## config.mk

```make
export PLATFORM = sky130hd
export DESIGN_NAME = smc_ctrl
export DESIGN_NICKNAME = d
export VERILOG_FILES = /design/src/design/smc_pkg.sv /design/src/design/smc_ctrl.sv
export SDC_FILE = /design/constraint.sdc
export NUM_CORES = 1
export LEC_CHECK = 0
export BUFFER_PORTS_ARGS = -buffer_cell sky130_fd_sc_hd__buf_2
export CAP_MARGIN = 20
export CORE_MARGIN = 1
export CORE_UTILIZATION = 50
export CTS_CLUSTER_DIAMETER = 200
export DETAILED_ROUTE_END_ITERATION = 12
export PLACE_DENSITY = 0.78
export SYNTH_ARGS = -nofsm -noshare
export SYNTH_HDL_FRONTEND = slang
export SYNTH_SLANG_ARGS = --single-unit
```

## constraint.sdc

```tcl
create_clock -name mclk -period 3 [get_ports mclk]
set_clock_uncertainty 0.15 [all_clocks]
set_input_delay 0.15 -clock mclk [delete_from_list [all_inputs] [get_ports mclk]]
set_output_delay 0.15 -clock mclk [all_outputs]
set_load 0.005 [all_outputs]
```

## src/design/smc_pkg.sv

```systemverilog
// Package with constants, types and register map of the sleep controller
// Overview of operation
// Five low-power modes are provided
// Sleep entered only by the sleep instruction
// Software selects mode before the instruction
// Only interrupt or reset ends sleep
// Wake runs handler, then resumes after instruction
// Higher-priority pending interrupts serviced first
// CPU halted four cycles after wake
// Clock domains gated per selected mode
// Wake sources depend on selected mode
// Oscillator start-up added when source stopped
// Register, memory contents kept during sleep
// Reset in sleep restarts from reset vector
// Each peripheral clock stoppable by software
// Mode field codes decoded, three reserved
// Entry enable bit required for sleep
// Gated peripheral frozen, register access refused; the code only gates per_clk_on and refuses no access
// Pending wake source wakes at once
// Reserved mode code ignores the instruction
package smc_pkg;
  // Byte addresses of the registers
  localparam logic [7:0] SMC_ADDR_CTRL = 8'h00;
  localparam logic [7:0] SMC_ADDR_STATUS = 8'h04;
  localparam logic [7:0] SMC_ADDR_MASK = 8'h08;
  localparam logic [7:0] SMC_ADDR_GATE = 8'h0c;
  localparam logic [7:0] SMC_ADDR_STATE = 8'h10;
  // Control register field layout
  localparam int SMC_EN_BIT = 0;
  localparam int SMC_MODE_LSB = 1;
  localparam int SMC_MODE_W = 3;
  // Mode select codes
  localparam logic [2:0] SMC_MODE_IDLE = 3'h0;
  localparam logic [2:0] SMC_MODE_FULL = 3'h2;
  localparam logic [2:0] SMC_MODE_CNT = 3'h3;
  localparam logic [2:0] SMC_MODE_OSC = 3'h6;
  localparam logic [2:0] SMC_MODE_EXT = 3'h7;
  // Status bit positions
  localparam int SMC_ST_WAKE = 0;
  localparam int SMC_ST_REFUSE = 1;
  localparam int SMC_ST_W = 2;
  // Timing: post-wake halt in cycles, default oscillator start-up
  localparam logic [3:0] SMC_HALT_CYCLES = 4'h4;
  localparam int SMC_OSC_START_DEF = 64;
  localparam int SMC_CNT_W = 16;
  // AXI responses
  localparam logic [1:0] SMC_RESP_OKAY = 2'h0;
  localparam logic [1:0] SMC_RESP_SLVERR = 2'h2;
  // Sequencer states
  typedef enum logic [2:0] {
    SMC_ACTIVE, SMC_SLEEP, SMC_OSC_WAIT, SMC_HALT, SMC_RESUME
  } smc_state_type;
  // Clock gate outputs
  typedef struct packed {
    logic cpu_clk;
    logic per_clk;
    logic rtc_clk;
    logic sys_osc;
    logic rtc_osc;
  } smc_gate_type;
  // Wake source groups
  typedef struct packed {
    logic port_async;
    logic two_wire_interface;
    logic rtc;
    logic other;
  } smc_wake_type;
endpackage

```

## src/design/smc_ctrl.sv

```systemverilog
// Sleep mode controller with AXI4-Lite registers and clock gating
//
// Our own choices: the register offsets and the AXI4-Lite register port.
`timescale 1ns/10ps
module smc_ctrl
  import smc_pkg::*;
#(
  parameter int NUM_PER = 8,
  parameter int OSC_START = SMC_OSC_START_DEF
) (
  input wire logic mclk,
  input wire logic reset_n,
  input wire logic clk_en,
  // CPU side
  input wire logic sleep_instr,
  input wire smc_wake_type wake_req,
  output smc_gate_type gate_on,
  output logic cpu_halt,
  output logic resume_pulse,
  output logic [NUM_PER-1:0] per_clk_on,
  output logic irq,
  // AXI4-Lite slave
  input wire logic [7:0] s_awaddr,
  input wire logic s_awvalid,
  output logic s_awready,
  input wire logic [31:0] s_wdata,
  input wire logic [3:0] s_wstrb,
  input wire logic s_wvalid,
  output logic s_wready,
  output logic [1:0] s_bresp,
  output logic s_bvalid,
  input wire logic s_bready,
  input wire logic [7:0] s_araddr,
  input wire logic s_arvalid,
  output logic s_arready,
  output logic [31:0] s_rdata,
  output logic [1:0] s_rresp,
  output logic s_rvalid,
  input wire logic s_rready
);
  localparam logic [SMC_CNT_W-1:0] OSC_CNT = SMC_CNT_W'(OSC_START);

  smc_state_type state; // Sequencer state
  logic [SMC_MODE_W-1:0] mode_select_field; // Selected mode
  logic low_power_entry_enable; // Entry enable
  logic [SMC_MODE_W-1:0] cur_mode; // Mode latched at entry
  logic [SMC_ST_W-1:0] status; // Sticky events
  logic [SMC_ST_W-1:0] mask; // Interrupt mask
  logic [NUM_PER-1:0] per_stop; // Peripheral stop bits
  logic [SMC_CNT_W-1:0] cnt; // Delay counter
  logic mode_ok; // Field holds a legal code
  logic wake_hit; // Enabled wake source active
  logic osc_stopped; // Latched mode stops system source
  logic aw_got, w_got; // Write channel capture
  logic [7:0] aw_addr;
  logic [31:0] w_data;
  logic [3:0] w_strb;
  logic wr_do; // Write performed this cycle
  logic ev_wake, ev_refuse; // Status events

  // Legal mode codes; others reserved
  always_comb begin
    unique case (mode_select_field)
      SMC_MODE_IDLE, SMC_MODE_FULL, SMC_MODE_CNT,
      SMC_MODE_OSC, SMC_MODE_EXT: mode_ok = 1'b1;
      default: mode_ok = 1'b0;
    endcase
  end

  // Wake match against mode latched at entry
  function automatic logic smc_wakes(input logic [2:0] m,
                                     input smc_wake_type w);
    logic r;
    r = w.port_async | w.two_wire_interface;
    if (m == SMC_MODE_IDLE || m == SMC_MODE_CNT || m == SMC_MODE_EXT) begin
      r = r | w.rtc;
    end
    if (m == SMC_MODE_IDLE) begin
      r = r | w.other;
    end
    return r;
  endfunction

  assign wake_hit = smc_wakes(cur_mode, wake_req);
  assign osc_stopped = (cur_mode == SMC_MODE_FULL) ||
                       (cur_mode == SMC_MODE_CNT);
  assign wr_do = aw_got && w_got && !s_bvalid;
  // Instruction with bad code or entry disabled is refused
  assign ev_refuse = (state == SMC_ACTIVE) && sleep_instr &&
                     !(low_power_entry_enable && mode_ok);
  assign ev_wake = (state == SMC_SLEEP) && wake_hit;

  // Sleep sequencer
  always_ff @(posedge mclk) begin
    if (!reset_n) begin
      state <= SMC_ACTIVE;
      cur_mode <= SMC_MODE_IDLE;
      cnt <= '0;
    end else if (clk_en) begin
      unique case (state)
        SMC_ACTIVE: begin
          // Entry only on the instruction with enable and legal code
          if (sleep_instr && low_power_entry_enable && mode_ok) begin
            cur_mode <= mode_select_field;
            state <= SMC_SLEEP;
          end
        end
        SMC_SLEEP: begin
          // Pending wake is seen in the first sleep cycle
          if (wake_hit) begin
            if (osc_stopped) begin
              state <= SMC_OSC_WAIT;
              cnt <= OSC_CNT;
            end else begin
              state <= SMC_HALT;
              cnt <= SMC_CNT_W'(SMC_HALT_CYCLES);
            end
          end
        end
        SMC_OSC_WAIT: begin
          // Oscillator start-up before halt
          if (cnt <= SMC_CNT_W'(1)) begin
            state <= SMC_HALT;
            cnt <= SMC_CNT_W'(SMC_HALT_CYCLES);
          end else begin
            cnt <= cnt - SMC_CNT_W'(1);
          end
        end
        SMC_HALT: begin
          // Four halt cycles
          if (cnt <= SMC_CNT_W'(1)) begin
            state <= SMC_RESUME;
          end else begin
            cnt <= cnt - SMC_CNT_W'(1);
          end
        end
        SMC_RESUME: begin
          // Interrupt controller takes over priority servicing
          state <= SMC_ACTIVE;
        end
      endcase
    end
  end

  // Gate and halt outputs, registered
  always_ff @(posedge mclk) begin
    if (!reset_n) begin
      gate_on <= '1;
      cpu_halt <= 1'b0;
      resume_pulse <= 1'b0;
    end else if (clk_en) begin
      resume_pulse <= (state == SMC_RESUME);
      cpu_halt <= (state != SMC_ACTIVE) && (state != SMC_RESUME);
      if (state == SMC_SLEEP && !wake_hit) begin
        gate_on.cpu_clk <= 1'b0;
        gate_on.per_clk <= (cur_mode == SMC_MODE_IDLE);
        gate_on.rtc_clk <= (cur_mode == SMC_MODE_IDLE) ||
                           (cur_mode == SMC_MODE_CNT) ||
                           (cur_mode == SMC_MODE_EXT);
        gate_on.rtc_osc <= (cur_mode == SMC_MODE_IDLE) ||
                           (cur_mode == SMC_MODE_CNT) ||
                           (cur_mode == SMC_MODE_EXT);
        gate_on.sys_osc <= (cur_mode == SMC_MODE_IDLE) ||
                           (cur_mode == SMC_MODE_OSC) ||
                           (cur_mode == SMC_MODE_EXT);
      end else begin
        gate_on <= '1;
      end
    end
  end

  // Peripheral clock enables follow stop bits in any state
  always_ff @(posedge mclk) begin
    if (!reset_n) begin
      per_clk_on <= '1;
    end else if (clk_en) begin
      per_clk_on <= ~per_stop;
    end
  end

  // Write address and data capture, in either order
  always_ff @(posedge mclk) begin
    if (!reset_n) begin
      aw_got <= 1'b0;
      w_got <= 1'b0;
      s_awready <= 1'b1;
      s_wready <= 1'b1;
      aw_addr <= '0;
      w_data <= '0;
      w_strb <= '0;
    end else if (clk_en) begin
      // Ready flops mirror the inverse of the capture flags
      if (s_awvalid && s_awready) begin
        aw_got <= 1'b1;
        s_awready <= 1'b0;
        aw_addr <= s_awaddr;
      end else if (wr_do) begin
        aw_got <= 1'b0;
        s_awready <= 1'b1;
      end
      if (s_wvalid && s_wready) begin
        w_got <= 1'b1;
        s_wready <= 1'b0;
        w_data <= s_wdata;
        w_strb <= s_wstrb;
      end else if (wr_do) begin
        w_got <= 1'b0;
        s_wready <= 1'b1;
      end
    end
  end

  // Register writes; contents kept through sleep
  always_ff @(posedge mclk) begin
    if (!reset_n) begin
      mode_select_field <= SMC_MODE_IDLE;
      low_power_entry_enable <= 1'b0;
      mask <= '0;
      per_stop <= '0;
    end else if (clk_en && wr_do && w_strb[0]) begin
      unique case (aw_addr)
        SMC_ADDR_CTRL: begin
          low_power_entry_enable <= w_data[SMC_EN_BIT];
          mode_select_field <= w_data[SMC_MODE_LSB +: SMC_MODE_W];
        end
        SMC_ADDR_MASK: mask <= w_data[SMC_ST_W-1:0];
        SMC_ADDR_GATE: per_stop <= w_data[NUM_PER-1:0];
        default: ;
      endcase
    end
  end

  // Sticky status, set wins over write-one clear
  always_ff @(posedge mclk) begin
    if (!reset_n) begin
      status <= '0;
    end else if (clk_en) begin
      for (int i = 0; i < SMC_ST_W; i++) begin
        if ((i == SMC_ST_WAKE && ev_wake) ||
            (i == SMC_ST_REFUSE && ev_refuse)) begin
          status[i] <= 1'b1;
        end else if (wr_do && w_strb[0] && aw_addr == SMC_ADDR_STATUS &&
                     w_data[i]) begin
          status[i] <= 1'b0;
        end
      end
    end
  end

  // Interrupt output
  always_ff @(posedge mclk) begin
    if (!reset_n) begin
      irq <= 1'b0;
    end else if (clk_en) begin
      irq <= |(status & mask);
    end
  end

  // Write response
  always_ff @(posedge mclk) begin
    if (!reset_n) begin
      s_bvalid <= 1'b0;
      s_bresp <= SMC_RESP_OKAY;
    end else if (clk_en) begin
      if (wr_do) begin
        s_bvalid <= 1'b1;
        s_bresp <= (aw_addr == SMC_ADDR_CTRL || aw_addr == SMC_ADDR_STATUS ||
                    aw_addr == SMC_ADDR_MASK || aw_addr == SMC_ADDR_GATE) ?
                   SMC_RESP_OKAY : SMC_RESP_SLVERR;
      end else if (s_bready) begin
        s_bvalid <= 1'b0;
      end
    end
  end

  // Read channel; arready is the registered inverse of rvalid
  always_ff @(posedge mclk) begin
    if (!reset_n) begin
      s_rvalid <= 1'b0;
      s_arready <= 1'b1;
      s_rdata <= '0;
      s_rresp <= SMC_RESP_OKAY;
    end else if (clk_en) begin
      if (s_arvalid && s_arready) begin
        s_rvalid <= 1'b1;
        s_arready <= 1'b0;
        s_rresp <= SMC_RESP_OKAY;
        s_rdata <= '0;
        unique case (s_araddr)
          SMC_ADDR_CTRL: begin
            s_rdata[SMC_EN_BIT] <= low_power_entry_enable;
            s_rdata[SMC_MODE_LSB +: SMC_MODE_W] <= mode_select_field;
          end
          SMC_ADDR_STATUS: s_rdata[SMC_ST_W-1:0] <= status;
          SMC_ADDR_MASK: s_rdata[SMC_ST_W-1:0] <= mask;
          SMC_ADDR_GATE: s_rdata[NUM_PER-1:0] <= per_stop;
          SMC_ADDR_STATE: s_rdata[2:0] <= state;
          default: s_rresp <= SMC_RESP_SLVERR;
        endcase
      end else if (s_rready) begin
        s_rvalid <= 1'b0;
        s_arready <= 1'b1;
      end
    end
  end

  // Assertions
  a_halt_four: assert property (@(posedge mclk) disable iff (!reset_n)
    (clk_en && state == SMC_SLEEP && wake_hit && !osc_stopped) ##1 clk_en[*4]
    |=> state == SMC_RESUME)
    else $error("halt after wake not four cycles");
  a_reserved_ignored: assert property (@(posedge mclk)
    disable iff (!reset_n)
    (clk_en && state == SMC_ACTIVE && sleep_instr && !mode_ok)
    |=> state == SMC_ACTIVE)
    else $error("reserved mode code entered sleep");
  a_entry_enable: assert property (@(posedge mclk)
    disable iff (!reset_n)
    (state == SMC_ACTIVE && !low_power_entry_enable) |=> state != SMC_SLEEP)
    else $error("sleep without entry enable");
  a_sleep_only_instr: assert property (@(posedge mclk)
    disable iff (!reset_n)
    (state == SMC_ACTIVE && !sleep_instr) |=> state == SMC_ACTIVE)
    else $error("sleep entered without instruction");
  a_no_spurious_exit: assert property (@(posedge mclk)
    disable iff (!reset_n)
    (state == SMC_SLEEP && !wake_hit) |=> state == SMC_SLEEP)
    else $error("sleep left without wake");
  a_osc_delay: assert property (@(posedge mclk)
    disable iff (!reset_n)
    (clk_en && state == SMC_SLEEP && wake_hit && osc_stopped)
    |=> state == SMC_OSC_WAIT)
    else $error("start-up delay skipped");
  a_full_gate: assert property (@(posedge mclk)
    disable iff (!reset_n)
    (clk_en && state == SMC_SLEEP && !wake_hit && cur_mode == SMC_MODE_FULL)
    |=> gate_on == '0)
    else $error("full stop mode left a clock running");
  a_per_gate: assert property (@(posedge mclk)
    disable iff (!reset_n)
    clk_en |=> per_clk_on == ~$past(per_stop))
    else $error("peripheral gate mismatch");
  a_resume_pulse: assert property (@(posedge mclk)
    disable iff (!reset_n)
    resume_pulse |-> !cpu_halt ##1 !resume_pulse)
    else $error("resume pulse wrong");
  c_idle_wake: cover property (@(posedge mclk) disable iff (!reset_n)
    state == SMC_SLEEP && cur_mode == SMC_MODE_IDLE ##[1:20] resume_pulse);
  c_osc_wake: cover property (@(posedge mclk) disable iff (!reset_n)
    state == SMC_OSC_WAIT ##[1:200] state == SMC_RESUME);
  c_refused: cover property (@(posedge mclk) disable iff (!reset_n)
    ev_refuse);
endmodule // smc_ctrl

```

=== After elaboration in Yosys (flattened, before gate mapping) ===
Cells that the tools add are included.

* Add/sub/neg operators: 1
* $lt $le $gt $ge: 1
* Equal/unequal tests: 25
* Multiplexer cells: 37
* Bitwise gates (word level): 5
* Reductions and logical operators: 62

{| class="wikitable"
|+ Operator list
! kind !! count
|-
| two-way mux 16 bit || 3
|-
| case mux 16 bit (3 select lines) || 1
|-
| == test 8 x 4 -> 1 bit (second input constant) || 4
|-
| AND reduction 2 bit || 13
|-
| two-way mux 1 bit || 20
|-
| logical AND 1 bit || 19
|-
| == test 3 x 2 -> 1 bit (second input constant) || 6
|-
| == test 8 x 3 -> 1 bit (second input constant) || 2
|-
| <= comparator 16 x 1 -> 1 bit (second input constant) || 1
|-
| logical NOT 8 bit || 2
|-
| subtractor 16 x 1 -> 16 bit (second input constant) || 1
|-
| == test 3 bit (second input constant) || 5
|-
| case mux 3 bit (5 select lines) || 1
|-
| two-way mux 3 bit || 4
|-
| nonzero test 2 bit || 6
|-
| case mux 2 bit (5 select lines) || 1
|-
| OR reduction 5 bit || 2
|-
| logical NOT 3 bit || 3
|-
| == test 8 x 5 -> 1 bit (second input constant) || 1
|-
| logical OR 1 bit || 8
|-
| != test 2 bit (second input constant) || 4
|-
| NOT 8 bit || 1
|-
| two-way mux 7 bit || 1
|-
| nonzero test 3 bit || 2
|-
| 15 further kinds || 20
|}

* Register bits after elaboration: 90
* Output and inout port bits: 57
* Word-level logic and storage cells: 162

=== Longest topological paths before layout ===
* Depth in word-level cells: 9
* Mapped depth: 9

=== Least setup slack after synthesis ===
OpenSTA, ideal clock, no wires.

* Path kind: reg-to-reg
* Start: register cnt[0]
* End: register cnt[9]
* Data arrival time: 1,852 ps
* Required time: 2,778 ps
* Path slack: 926 ps
* Stages on the path, launching flop included: 9
* Path buffers: 1
* Clock period less this slack: 2,074 ps
* Cell sequence: dfxtp_1 inv_1 ha_1 nor2_1 nor4_2 a31o_1 buf_6 a2111oi_0 mux2i_1

* Cells in the longest elaborated chain, start to end: 3
* Elaborated cells on any way between the ends: 7
* Classes of those cells: add/sub: 1; order compare: 1; eq/ne: 1; mux: 3; reduce/logical: 1

{| class="wikitable"
|+ Ends and longest elaborated chain
! element !! line !! text
|-
| start: declaration || smc_ctrl.sv:50 || <nowiki>logic [SMC_CNT_W-1:0] cnt;</nowiki>
|-
| start signal: assignment || smc_ctrl.sv:116 || <nowiki>cnt <= SMC_CNT_W'(SMC_HALT_CYCLES);</nowiki>
|-
| start signal: assignment || smc_ctrl.sv:124 || <nowiki>cnt <= SMC_CNT_W'(SMC_HALT_CYCLES);</nowiki>
|-
| start signal: assignment || smc_ctrl.sv:126 || <nowiki>cnt <= cnt - SMC_CNT_W'(1);</nowiki>
|-
| subtractor 16 x 1 -> 16 bit or <= comparator 16 x 1 -> 1 bit (tied branches) || -- ||
|-
| two-way mux 16 bit, or another cell as far along || smc_ctrl.sv:131 || <nowiki>if (cnt <= SMC_CNT_W'(1)) begin</nowiki>
|-
| case mux 16 bit (3 select lines) or AND reduction 4 bit (tied branches) || -- ||
|}

Several ways; a longest one is shown, not always the timed one. The select of a mux whose other input is x is not followed.
A chain may end at the register's enable or synchronous reset.

=== Worst setup path after layout ===
* Start: register cnt[8]
* End: register cnt[9]

Same word-level chain as after synthesis.

==> summary.txt <==
Clocking
  • Clk slew on worst S/H paths: approximately 0.090 ns
  • Clock root buffer: clkbuf_8
  • Post-CTS setup buffers: 0
  • TritonCTS clock tree: built
  • Clk sinks: 87
  • Clk buf depth: 2
  • CTS Buf Count: 9
  • Clk Latency, worst-skew pair: roughly 0.35 ns
  • H-Tree Depth: 3

Critical path
  • R2r endpoint: cnt[9]$_SDFFE_PN0P_
  • R2R setup slack: ~0.55 ns
  • Largest stage delay, worst path: around 0.59 ns
  • CP Buf/Inv Count: 1
  • Setup crit start kind: flip-flop
  • CP Data Required Time: about 3.1 ns
  • Critical R2R Launch: cnt[8]$_SDFFE_PN0P_
  • Crit-path slowest cell: or4_4
  • Cell chain of the critical path: or4_4 -> nor4_4 -> a31o_1 -> buf_4 -> a2111oi_0 -> mux2i_1
  • Critical Path End Type: flip-flop
  • WP depth: 6
  • Worst Reg-to-Reg Cells: 6
  • Crit path kind: reg -> reg
  • Critical path origin: cnt[8]$_SDFFE_PN0P_
  • Worst-path maximum fanout: 19
  • CP endpoint: cnt[9]$_SDFFE_PN0P_
  • Top delay family on crit path: simple AND/OR/NAND/NOR gates
  • Worst EP arrival: between 2 and 3 ns

Floorplanning
  • Die height: between 90 and 100 um
  • Boundary Pins: 122
  • Initial Util: roughly 53%
  • Rows: 32
  • Die width: 92.8 um
  • Core area: between 7000 and 8000 um2
  • Die ar.: 8620 um2

Logic synthesis
  • Yosys reg bits: 87
  • Sequential-to-total area share from yosys stat: a little over two fifths
  • Cell variety after synth: 59
  • Ys flop type: dfxtp_1
  • Syn_area_per_cell: ~8.6 um2
  • Post-Synthesis Cells: roughly 480
  • Synth top area cells: dfxtp_1 42%, mux2i_1 7.3%, nand2_1 6.0%
  • Post-synth design cell area: ~4100 um2
  • FFs w/ async S/R, synth: 0%
  • Synth top area share: a little over two fifths
  • Yosys warns: 0
  • Count leader, synth: dfxtp_1
  • EDFF count, synth: 0
  • Largest area contributor in the netlist: dfxtp_1
  • Post-synth top cells: 87 x dfxtp_1, 66 x nand2_1, 45 x nor2_1

Run status
  • Outcome: complete, no violations

Drt
  • Via density: about 5.5
  • Final ANT Viol Nets: 0
  • Avg WL per Cell: ~14 um
  • DRC: 0
  • DRT iter0 DRCs: 225
  • Drt first pass iters: 4
  • Vias: 3,620
  • WL final: a little over 9000 um

Flow run
  • Max-Cap Viols: 0

Timing
  • Tcrit/Tclk final: 81.6%
  • Slew headroom: between 40 and 50%
  • Setup WS post-layout: 0.552 ns
  • RSZ-0062 raised after global routing: no
  • Max Clock Freq: 0.408 GHz
  • Fin Setup TNS: 0 ns
  • Final setup violating endpoints: 0
  • Worst Max-Slew Pin Slew: 0.798 ns
  • Final Critical Period: ~2.4 ns
  • Final hold violations: 0
  • Final count of pins violating max slew: 0

Finish
  • Layout overhead on the synthesized area: 17.0%
  • Antenna cells: 0
  • Layout cells sized above 1: around a fifth
  • Post-Layout Cell Count: about 660
  • Final #Nets: between 600 and 700

Min path
  • HP Class: in -> reg
  • Worst Hold Depth: 3

Global routing
  • Global-route wire length before repair: 15,300 um
  • Initial antenna violation count: 0
  • Grt ovf: 0
  • Largest net degree at the start of global routing: 54
  • Gr usage total: a little over a fifth
  • Vias in the first global route: ~3,400

Power
  • Pwr Total: 2.22 mW
  • Leakage: a little over 2 nW
  • Maximum vdd drop: roughly 0.00043 V
  • Power per Cell Area: 460 nW/um2

Placed design
  • Dpl cells: approximately 630
  • Hpwl dp: 6150 um
  • Port Buffer Count: 68
  • GPL Wtd Cong: between 0.8 and 0.9
  • Setup WS pre-CTS: 0.602 ns
## report_power, final
group          internal [mW]  switching [mW]  leakage [nW]
registers               1.18          0.0145         0.705
clock network          0.421           0.447         0.109
logic                 0.0697          0.0933          1.21
## area by class of cell
type / instances / area, um2
fill: 685 / 3020
tap: 102 / 128
timing repair buffer: 95 / 593
sequential: 87 / 1740
clock buffer: 10 / 138
multi-input combinational: 355 / 2120
clock inverter: 6 / 76.3
inverter: 9 / 33.8
## cell families (layout without fill, tap and decap cells)
family,after synthesis,in the layout,share of synthesized area [%]
other,1,26,0.0909
AO/OA/AOI/OAI,98,98,15.0
flip-flops,87,87,42.2
buffers and inverters,64,120,8.83
multiplexers,33,33,8.64
adder cells (fa/ha/maj),2,2,0.607
AND/OR/NAND/NOR,196,196,24.6
## worst min path at each step
stage | from | end | slack [ns]
final | s_araddr[4] | s_rresp[1]$_SDFFE_PN0P_ | 0.02
after global routing | s_araddr[4] | s_rresp[1]$_SDFFE_PN0P_ | 0.06
after CTS | s_araddr[4] | s_rresp[1]$_SDFFE_PN0P_ | 0.005
after detailed placement | s_awaddr[1] | aw_addr[1]$_SDFFE_PN0P_ | 0.25
after global placement | s_awaddr[5] | aw_addr[5]$_SDFFE_PN0P_ | 0.24
after floorplan | s_awaddr[0] | aw_addr[0]$_SDFFE_PN0P_ | 0.14
## stage by stage
stage / hold slack, ns / instance area (um2) / util, %
after global routing: 0.0612 / 4830 / 61.5
final: 0.0194 / 4830 / 61.5
after CTS: 0.00487 / 4830 / 61.5
after floorplan: 0.136 / 4220 / -
after detailed placement: 0.247 / 4410 / 56.2
after global placement: 0.241 / 4410 / 56.2
## metal layers
metal  wire length, um  track usage, %  vias up  share of wire (%)
met1              3910            26.5     1712                 43
met3               442            4.60        9                4.8
met5                 0               0        -                  0
li1                  -               -     1810                  -
met4                97            6.54        0                1.1
met2              4680            37.9       89                 51
## worst reg2reg max path, cell delays in order, from the launching register on
cell	delay, ns
dfxtp_1	0.37
or4_4	0.59
nor4_4	0.38
a31o_1	0.22
buf_4	0.26
a2111oi_0	0.18
mux2i_1	0.17
## cell usage in the layout (no fill, tap or decap), types with 11 or more instances in the layout
cell type	Yosys	final
a21oi_1	42	42
buf_2	3	68
conb_1	1	26
dfxtp_1	87	87
dlygate4sd3_1	0	20
mux2i_1	30	30
nand2_1	66	66
nand3_1	11	11
nand4_1	15	15
nand4b_1	14	14
nor2_1	45	45
o21ai_0	15	15
## state kept, by name (all words and copies together), names as in the netlist, 2 cells and up
| signal | count |
|---|---|
| mask | 2 |
| cnt | 16 |
| gate_on | 4 |
| cur_mode | 3 |
| state | 3 |
| per_clk_on | 8 |
| aw_addr | 8 |
| status | 2 |
| w_data | 8 |
| mode_select_field | 3 |
| per_stop | 8 |
| s_rdata | 8 |
## timing repair
item,CTS,global route
hold buffers,20,0
endpoints found under the hold margin,21,0
gates resized for setup,0,0
setup endpoints to repair,0,0
Power figures use the tool's default switching activity.
